File: src/shared/dra_defines.svh
`ifndef DRA_DEFINES_SVH
`define DRA_DEFINES_SVH

// ============================================================
// timing
`define DRA_CLK_NS 10
`define DRA_HOLD_NS 50
`define DRA_HOLD_CYC ((`DRA_HOLD_NS + `DRA_CLK_NS - 1) / `DRA_CLK_NS)
`define DRA_MEM_CYCLE_NS 400
`define DRA_MEM_CYC ((`DRA_MEM_CYCLE_NS + `DRA_CLK_NS - 1) / `DRA_CLK_NS)
`define DRA_BURST_PERIOD_NS 2000000
`define DRA_BURST_CYC (`DRA_BURST_PERIOD_NS / `DRA_CLK_NS)
`define DRA_ROWS 64

// ============================================================
// widths
`define DRA_ADDR_W 6
`define DRA_CNT_W 6
`define DRA_TMR_W 18
`define DRA_LEFT_W 7

`endif

File: src/shared/dra_pkg.sv
package dra_pkg;
    typedef enum logic [3:0] {
        DRA_IDLE = 4'b0001,
        DRA_HOLD = 4'b0010,
        DRA_CYCLE = 4'b0100,
        DRA_DONE = 4'b1000
    } dra_state_t;
    typedef logic [5:0] dra_addr_t;
endpackage

File: src/verilog/dra_host_ctrl.sv
// How it works
// RULE_01: device grants refresh only when idle, first
// RULE_02: device grants system cycle when idle, first
// RULE_03: latch output fed back or driven externally
// RULE_04: device start output announces a cycle
// RULE_05: device outputs system or refresh address
// RULE_06: busy high means idle, low means cycle
// RULE_07: refresh-active low for refresh cycle
// RULE_08: acknowledge low for granted system cycle
// RULE_09: busy held low for whole memory cycle
// RULE_10: start edge sets busy, then launches timing
// RULE_11: busy fall ends start, then acknowledge
// RULE_12: drop cycle request before busy rises
// RULE_13: idle device passes system address through
// RULE_14: device delays start until busy rises
// RULE_15: refresh-active and acknowledge never together
// RULE_16: refresh start drives start and refresh-active
// RULE_17: queued refresh starts after busy rises
// RULE_18: simultaneous requests resolved to exactly one
// RULE_19: burst mode issues 64 refreshes per 2ms
// RULE_20: internal oscillator sets distributed interval
// RULE_21: at least 50 ns start fall to busy fall
// RULE_22: refresh row counter advances and wraps
`include "dra_defines.svh"
`timescale 1ns/10ps
`default_nettype none

module dra_host_ctrl #(
    parameter int BURST_PERIOD_CYC = `DRA_BURST_CYC
) (
    input wire logic core_clk,
    input wire logic reset,
    // cpu side
    input wire logic cpuReq,
    input wire dra_pkg::dra_addr_t cpuAddr,
    input wire logic refreshInternal,
    output logic cpuReady,
    output logic cpuDone,
    // controller pins
    input wire logic start_cycle_n,
    input wire logic refresh_active_n,
    input wire logic ack_n,
    input wire logic refresh_latch_n,
    input wire dra_pkg::dra_addr_t mem_addr_out_n,
    output logic refresh_request_n,
    output logic cycle_request_n,
    output logic busy,
    output dra_pkg::dra_addr_t sys_addr_low,
    // memory timing side
    output logic memTimingStart,
    output logic memCycleRefresh,
    output dra_pkg::dra_addr_t memRowAddr,
    output logic burstActive
);
    import dra_pkg::*;

    // ========================================================
    // state and registers
    dra_state_t state_reg, state_next;
    logic [`DRA_CNT_W-1:0] cnt_reg;
    logic pend_reg;
    logic drop_reg;
    dra_addr_t addr_reg;
    logic busy_reg;
    logic launch_reg;
    logic done_reg;
    logic kind_reg;
    dra_addr_t row_reg;
    logic [`DRA_TMR_W-1:0] tmr_reg;
    logic [`DRA_LEFT_W-1:0] left_reg;
    logic [`DRA_LEFT_W-1:0] left_next;

    // ========================================================
    // decode
    wire logic startSeen = !start_cycle_n;
    wire logic holdEnd = (cnt_reg == `DRA_CNT_W'(`DRA_HOLD_CYC - 1));
    wire logic cycEnd = (cnt_reg == `DRA_CNT_W'(`DRA_MEM_CYC - 1));
    wire logic lastCyc = (state_reg == DRA_CYCLE) && cycEnd;
    wire logic sysGranted = lastCyc && !ack_n;
    wire logic refGranted = lastCyc && !refresh_active_n;
    wire logic burstTick = (tmr_reg == `DRA_TMR_W'(BURST_PERIOD_CYC - 1));
    wire logic burstReq = (left_reg != `DRA_LEFT_W'(0));

    always_comb begin
        state_next = state_reg;
        case (state_reg)
            DRA_IDLE: begin
                // start fall sets the busy latch after hold
                if (startSeen) begin
                    state_next = DRA_HOLD; // [RULE_10]
                end
            end
            DRA_HOLD: begin
                if (holdEnd) begin
                    state_next = DRA_CYCLE; // [RULE_21]
                end
            end
            DRA_CYCLE: begin
                if (cycEnd) begin
                    state_next = DRA_DONE; // [RULE_09]
                end
            end
            DRA_DONE: state_next = DRA_IDLE;
            default: state_next = DRA_IDLE;
        endcase
    end

    // a new burst restarts the row count; else one per refresh
    always_comb begin
        left_next = left_reg;
        if (burstTick && !refreshInternal) begin
            left_next = `DRA_LEFT_W'(`DRA_ROWS); // [RULE_19]
        end else if (refGranted && burstReq) begin
            left_next = left_reg - `DRA_LEFT_W'(1);
        end
    end

    // ========================================================
    // sequencing
    always_ff @(posedge core_clk) begin
        if (reset) begin
            state_reg <= DRA_IDLE;
            cnt_reg <= '0;
        end else begin
            state_reg <= state_next;
            if (state_next != state_reg) begin
                cnt_reg <= '0;
            end else begin
                cnt_reg <= cnt_reg + `DRA_CNT_W'(1);
            end
        end
    end

    // busy stays low through the full cycle
    always_ff @(posedge core_clk) begin
        if (reset) begin
            busy_reg <= 1'b1;
            launch_reg <= 1'b0;
        end else begin
            busy_reg <= (state_next != DRA_CYCLE); // [RULE_09]
            launch_reg <= (state_reg == DRA_HOLD) && holdEnd; // [RULE_10]
        end
    end

    // cpu request held until the controller grants it
    always_ff @(posedge core_clk) begin
        if (reset) begin
            pend_reg <= 1'b0;
            addr_reg <= '0;
        end else if (sysGranted) begin
            pend_reg <= 1'b0; // [RULE_12]
        end else if (cpuReq && !pend_reg) begin
            pend_reg <= 1'b1;
            addr_reg <= cpuAddr;
        end
    end

    // release the request once the cycle is ours, well ahead of busy
    // rising; dropping it on the same edge as busy would be a race
    always_ff @(posedge core_clk) begin
        if (reset) begin
            drop_reg <= 1'b0;
        end else if (sysGranted) begin
            drop_reg <= 1'b0;
        end else if (state_reg == DRA_CYCLE && !ack_n) begin
            drop_reg <= 1'b1; // [RULE_12]
        end
    end

    // result of the finished cycle
    always_ff @(posedge core_clk) begin
        if (reset) begin
            done_reg <= 1'b0;
            kind_reg <= 1'b0;
            row_reg <= '0;
        end else begin
            done_reg <= sysGranted;
            if (lastCyc) begin
                kind_reg <= !refresh_active_n;
                // outputs are inverted toward the array
                row_reg <= ~mem_addr_out_n;
            end
        end
    end

    // burst refresh scheduler, unused in oscillator mode
    always_ff @(posedge core_clk) begin
        if (reset) begin
            tmr_reg <= '0;
            left_reg <= '0;
        end else begin
            tmr_reg <= burstTick ? '0 : tmr_reg + `DRA_TMR_W'(1);
            left_reg <= left_next;
        end
    end

    // ========================================================
    // outputs
    assign busy = busy_reg;
    assign cycle_request_n = !(pend_reg && !drop_reg); // [RULE_12]
    assign sys_addr_low = addr_reg;
    // oscillator mode: latch output loops straight back
    assign refresh_request_n = refreshInternal ? refresh_latch_n
        : !burstReq; // [RULE_03]
    assign cpuReady = !pend_reg;
    assign cpuDone = done_reg;
    assign memTimingStart = launch_reg;
    assign memCycleRefresh = kind_reg;
    assign memRowAddr = row_reg;
    assign burstActive = burstReq;

    // ========================================================
    // checks
    logic [`DRA_CNT_W:0] lowLen_reg;
    always_ff @(posedge core_clk) begin
        if (reset || busy) begin
            lowLen_reg <= '0;
        end else begin
            lowLen_reg <= lowLen_reg + (`DRA_CNT_W+1)'(1);
        end
    end

    start_hold_gap_a: // [RULE_21]
    assert property (@(posedge core_clk) disable iff (reset)
        (state_reg == DRA_IDLE && !start_cycle_n) |-> busy[*5])
        else $error("busy fell too soon after start");

    busy_full_len_a: // [RULE_09]
    assert property (@(posedge core_clk) disable iff (reset)
        $rose(busy) |->
            lowLen_reg == (`DRA_CNT_W+1)'(`DRA_MEM_CYC))
        else $error("busy low time wrong");

    request_release_a: // [RULE_12]
    assert property (@(posedge core_clk) disable iff (reset)
        sysGranted |-> cycle_request_n && !busy ##1 busy)
        else $error("cycle request not dropped before busy rise");

    timing_launch_a: // [RULE_10]
    assert property (@(posedge core_clk) disable iff (reset)
        $fell(busy) |-> memTimingStart ##1 !memTimingStart)
        else $error("timing not launched with busy fall");

    latch_feedback_a: // [RULE_03]
    assert property (@(posedge core_clk) disable iff (reset)
        refreshInternal |-> refresh_request_n == refresh_latch_n)
        else $error("latch output not fed back");

    burst_load_a: // [RULE_19]
    assert property (@(posedge core_clk) disable iff (reset)
        (burstTick && !refreshInternal) |=>
            left_reg == `DRA_LEFT_W'(`DRA_ROWS) && !refresh_request_n)
        else $error("burst did not load 64 refreshes");

    burst_gate_a: // [RULE_19]
    assert property (@(posedge core_clk) disable iff (reset)
        (!refreshInternal && !refresh_request_n) |-> burstReq)
        else $error("refresh requested with no burst left");

    cpu_done_a: // [RULE_12]
    assert property (@(posedge core_clk) disable iff (reset)
        cpuDone |-> !$past(ack_n) && !memCycleRefresh)
        else $error("done without a granted system cycle");

    addr_steady_a: // [RULE_12]
    assert property (@(posedge core_clk) disable iff (reset)
        (pend_reg && $past(pend_reg)) |->
            $stable(sys_addr_low))
        else $error("address moved under a pending request");
endmodule

`default_nettype wire

File: config.mk
export PLATFORM = sky130hd
export DESIGN_NAME = dra_host_ctrl
export DESIGN_NICKNAME = d
export VERILOG_FILES = /design/src/shared/dra_pkg.sv /design/src/verilog/dra_host_ctrl.sv
export VERILOG_INCLUDE_DIRS = /design/src /design/src/shared
export SDC_FILE = /design/constraint.sdc
export NUM_CORES = 1
export LEC_CHECK = 0
export BUFFER_PORTS_ARGS = -buffer_cell sky130_fd_sc_hd__buf_2
export CELL_PAD_IN_SITES_DETAIL_PLACEMENT = 0
export CELL_PAD_IN_SITES_GLOBAL_PLACEMENT = 2
export CORE_AREA = 2 2 88 90
export DETAILED_ROUTE_END_ITERATION = 8
export DIE_AREA = 0 0 90 92
export GPL_TIMING_DRIVEN = 1
export PLACE_DENSITY = 0.72
export SYNTH_ARGS = -nofsm -noshare
export SYNTH_HDL_FRONTEND = slang
export SYNTH_SLANG_ARGS = --single-unit
File: constraint.sdc
create_clock -name core_clk -period 3.3 [get_ports core_clk]
set_clock_uncertainty 0.1 [all_clocks]
set_input_delay 0.66 -clock core_clk [delete_from_list [all_inputs] [get_ports core_clk]]
set_output_delay 0.66 -clock core_clk [all_outputs]
set_load 0.1 [all_outputs]
Word-level counts from Yosys, hierarchy flattened --
Cells that the tools add are included.
Operators by class: $add $sub $neg 3, multiply operators 0, divide/modulo/power cells 0, $lt $le $gt $ge 0, equal/unequal tests 8, shifts and indexed selects 0, mux-type cells 7, bitwise gates (word level) 2, reductions and logical operators 23
Operators by type and width (count):
- $add 18x1->18 const B | 1
- $eq 18x18->1 const B | 1
- $mux 7 | 2
- $mux 4 | 3
- $pmux 4 s3 | 1
- $logic_and 1x1->1 | 9
- $reduce_or 2->1 | 4
- $logic_not 1->1 | 7
- $reduce_bool 7->1 | 1
- $sub 7x1->7 const B | 1
- $add 6x1->6 const B | 1
- $eq 6x3->1 const B | 1
- $eq 6x6->1 const B | 1
- $not 6->6 | 1
- $eq 4x1->1 const B | 1
- $eq 4x2->1 const B | 1
- $eq 4x3->1 const B | 1
- $ne 4x3->1 const B | 1
- $ne 4x4->1 | 1
- $reduce_and 2->1 | 1
- $reduce_bool 2->1 | 1
- $mux 1 | 1
- $not 1->1 | 1
Storage, ports and cells: bits in registers 53, bits in latches 0, RAM bits 0, memory bits (read-only) 0, output and inout bits 20, word-level logic and storage cells 56, memories kept 0

Logic depth before layout (Yosys ltp) --
depth in word-level cells 6, gate-level depth with buffers 7, mapped depth without buffers 6

Worst setup path before layout --
OpenSTA, ideal clock, no wires.
path kind register to output, from reg left_reg[2], to out refresh_request_n, arrival time 3.924 ns, data required time 2.540 ns, path slack -1.384 ns, cell stages (with the launch flop) 5, cell sequence dfxtp_1 -> or4_1 -> nor2_1 -> inv_1 -> o21ai_0
Between the ends: word-level cells in the longest chain between the ends 3
RTL lines:
- from (decl) | line dra_host_ctrl.sv:70 | logic [`DRA_LEFT_W-1:0] left_reg;
- from (signal assigned) | line dra_host_ctrl.sv:193 | left_reg <= left_next;
- $reduce_bool 7->1 | line dra_host_ctrl.sv:82 | wire logic burstReq = (left_reg != `DRA_LEFT_W'(0));
- via burstActive | line dra_host_ctrl.sv:53 | output logic burstActive
- $logic_not 1->1 | line dra_host_ctrl.sv:204 | : !burstReq;
- $mux 1 | line dra_host_ctrl.sv:203 | assign refresh_request_n = refreshInternal ? refresh_latch_n
- to (decl) | line dra_host_ctrl.sv:45 | output logic refresh_request_n,
The timed path passes the listed nets, and every way through them passes these cells.

Final worst setup path --
from reg left_reg[2], to out refresh_request_n
Between the ends: word-level cells in the longest chain between the ends 3
RTL lines (line):
- $reduce_bool 7->1 | dra_host_ctrl.sv:82
- $logic_not 1->1 | dra_host_ctrl.sv:204
- $mux 1 | dra_host_ctrl.sv:203
Every way passes these cells.

==> parameters.txt <==
Parameter                              Value

Timing
  Worst hold margin ... 0.343 ns
  Slew margin rel. ... 0.475
  Final Worst Setup Slack ... 0.401 ns
  Slew @ Worst Pin ... 0.781 ns
  Max-slew violations ... 0
  Number of failing setup endpoints in the final timing report ... 0
  Final period utilization ... 0.878
  Final TNS setup ... 0 ns
  Endpoints failing hold ... 0
  Fmax ... 0.345 GHz
  Unrepaired setup endpoints after global routing ... no
  Final critical path time including I/O delays and setup ... 2.90 ns

Setup path
  Setup Crit Path Kind ... reg2out
  Required @ worst endpoint ... 2.54 ns
  Endpoint kind of the worst setup timing path ... primary output
  Startpoint kind of the worst setup timing path ... flop
  Data arrival time of the critical path ... 2.14 ns
  Origin of the critical flop-to-flop path ... state_reg[2]
  Biggest fanout along the worst timing path ... 8
  Origin of the worst setup path ... left_reg[2]

Clock tree
  Number of buffers inserted by post-CTS setup repair ... 0
  Number of resized instances in the post-cts repair step ... 0
  TritonCTS clock tree ... done
  Insertion delay of the later-clocked pin in the worst-skew pair ... 0.30 ns
  Number of clock sinks seen by CTS ... 53
  Clk buf depth ... 2
  Clock root cell ... sky130_fd_sc_hd__clkbuf_8
  Hold-fix buffers at CTS ... 0
  Clock slew seen by the registers of the worst setup and hold paths ... 0.10 ns
  Clock buffers created by TritonCTS ... 5
  H-tree levels ... 2

Global routing
  Overall overflow remaining after global route ... 0
  Maximum number of pins on one net before global-route repair ... 20
  Number of antenna violations at the first check in global routing ... 0
  Wire length of the first global-routing pass ... 8.76 mm
  Vias in the first global route ... 1836
  Gr usage total ... 0.129

Yosys
  Total number of yosys warnings ... 0
  Number of enable flip-flop cells after synthesis ... 0
  Commonest cells in the netlist ... sky130_fd_sc_hd__dfxtp_1 (53), sky130_fd_sc_hd__nor2_1 (31), sky130_fd_sc_hd__nand2_1 (22), sky130_fd_sc_hd__nor3_1 (13), sky130_fd_sc_hd__a21oi_1 (12)
  Syn nets ... 294
  Syn avg cell area ... 8.67 um^2
  Async set or reset register ratio after synthesis ... 0
  Flops & latches, synth ... 53
  Post-synthesis cell type with the largest combined area ... sky130_fd_sc_hd__dfxtp_1
  Synthesized instance count ... 269
  Most numerous cell in the Yosys netlist ... sky130_fd_sc_hd__dfxtp_1
  Share of the synthesized area in the top cell type ... 0.455
  Cell area after synthesis ... 2330 um^2
  Top cells by area in the synthesized netlist ... sky130_fd_sc_hd__dfxtp_1 (45%), sky130_fd_sc_hd__nor2_1 (5.0%), sky130_fd_sc_hd__nand2_1 (3.5%), sky130_fd_sc_hd__xor2_1 (3.0%), sky130_fd_sc_hd__or4_1 (2.9%)
  Share of the yosys chip area belonging to registers ... 0.455
  Number of distinct library cells after synthesis ... 39
  Most used DFF post-synth ... sky130_fd_sc_hd__dfxtp_1

Hold path
  Hold/Removal Path Class ... reg2reg
  Start point of the worst hold path ... tmr_reg[0]

Layout
  Final antenna diode count ... 0
  Max reg flops ... 18
  Fraction of layout instances using a drive strength above 1 ... 0.181
  Net count of the finished layout ... 334
  Post-route design area ... 2750 um^2
  Area grow syn2layout ... 17.9%

Die
  Floorplan die width ... 90 um
  Die outline height ... 92 um
  I/O pin cnt ... 40
  Die footprint ... 8280 um^2
  Initial core utilization ... 0.313
  Core region area ... 7450 um^2
  Total number of placement rows ... 32

Placement
  HPWL after DPL ... 3.68 mm
  Worst slack after detailed placement ... 0.601 ns
  Final Wtd Congestion ... 0.738
  Buffers on Ports ... 39
  Placement-stage cell area ... 2660 um^2

Job
  Number of maximum-capacitance constraint violations ... 0

Drt
  Average routed wire per standard cell ... 12.6 um
  Mean number of vias per cell ... 4.86
  First-pass DRT Iterations ... 4
  ANT nets after route ... 0
  Total detailed-routing wirelength ... 5.18 mm
  # DRC ... 0
  Detailed-route via count ... 2001
  Detailed Route Iter0 Violations ... 50

Power and ir drop
  Share of total power consumed by net switching ... 0.276
  Largest voltage drop on the vdd net ... 0.000153 V
  Logic gate share of total power ... 0.110
  Share of total power in the clock network ... 0.316
  Standby leakage power ... 0.00104 uW
  Post-layout power ... 1150 uW
  Switching power ... 318 uW
  Power per cell area ... 418 nW/um^2
  Int Power ... 832 uW
  Sequential share of power ... 0.574

Outcome
  Result of the run ... finished clean
## power by group through the flow
stage,clock network [uW],registers [uW],logic (uW)
6_report,363,660,127
3_3_place_gp,0,674,128
4_1_cts,383,660,128
3_5_place_dp,0,675,128
2_1_floorplan,0,706,61.2
5_1_grt,407,662,137
## layout by cell type, fill, tap and decap left out, types with 8 or more instances in the layout
| master | netlist | final |
|---|---|---|
| sky130_fd_sc_hd__dfxtp_1 | 53 | 53 |
| sky130_fd_sc_hd__nand2_1 | 22 | 22 |
| sky130_fd_sc_hd__buf_2 | 2 | 39 |
| sky130_fd_sc_hd__nor3_1 | 13 | 13 |
| sky130_fd_sc_hd__nand3_1 | 8 | 8 |
| sky130_fd_sc_hd__nor2_1 | 31 | 31 |
| sky130_fd_sc_hd__nand4_1 | 8 | 8 |
| sky130_fd_sc_hd__inv_1 | 10 | 10 |
| sky130_fd_sc_hd__a21oi_1 | 12 | 12 |
| sky130_fd_sc_hd__or4_1 | 9 | 9 |
| sky130_fd_sc_hd__xor2_1 | 8 | 8 |
| sky130_fd_sc_hd__o21ai_0 | 10 | 9 |
## final timing paths
check                      endpoint  slack [ns]  cells after the start
setup / recovery  refresh_request_n        0.40                      6
hold / removal           tmr_reg[0]        0.34                      1
setup reg to reg        left_reg[3]        0.57                      4
hold reg to reg          tmr_reg[0]        0.34                      1
## final cells by class
class | count | area (um^2)
Inverter | 11 | 41.3
Fill cell | 840 | 4700
Timing Repair Buffer | 43 | 225
Tap cell | 102 | 128
Sequential cell | 53 | 1060
Clock inverter | 3 | 17.5
Multi-Input combinational cell | 195 | 1210
Clock buffer | 5 | 68.8
## per-layer routing
metal / GRT usage / wire length [um]
met1: 0.178 / 2740
met2: 0.198 / 2140
met3: 0.0337 / 230
met4: 0.0385 / 61
met5: 0 / 0
## per-stage QoR
stage,instances,utilization
floorplan,269,-
global placement,404,0.358
detailed placement,404,0.358
CTS,412,0.369
global route,412,0.369
finish,412,0.369
## critical path, stage by stage (launching register included)
cell                      delay [ns]
sky130_fd_sc_hd__dfxtp_1        0.35
sky130_fd_sc_hd__or4_1          0.58
sky130_fd_sc_hd__nor2_1         0.13
sky130_fd_sc_hd__buf_4          0.15
sky130_fd_sc_hd__inv_1          0.08
sky130_fd_sc_hd__o21ai_4        0.11
sky130_fd_sc_hd__buf_2          0.43
## logic make-up (layout without fill, tap and decap cells)
logic type,Yosys count,in the layout,synth area share
AND/OR/NAND/NOR,124,124,0.277
flip-flops,53,53,0.455
AO/OA/AOI/OAI,45,45,0.124
buffers and inverters,21,62,0.0349
XOR/XNOR,15,15,0.0563
multiplexers,6,6,0.0258
adder cells (fa/ha/maj),5,5,0.0268
(Power assumes the default switching activity.)
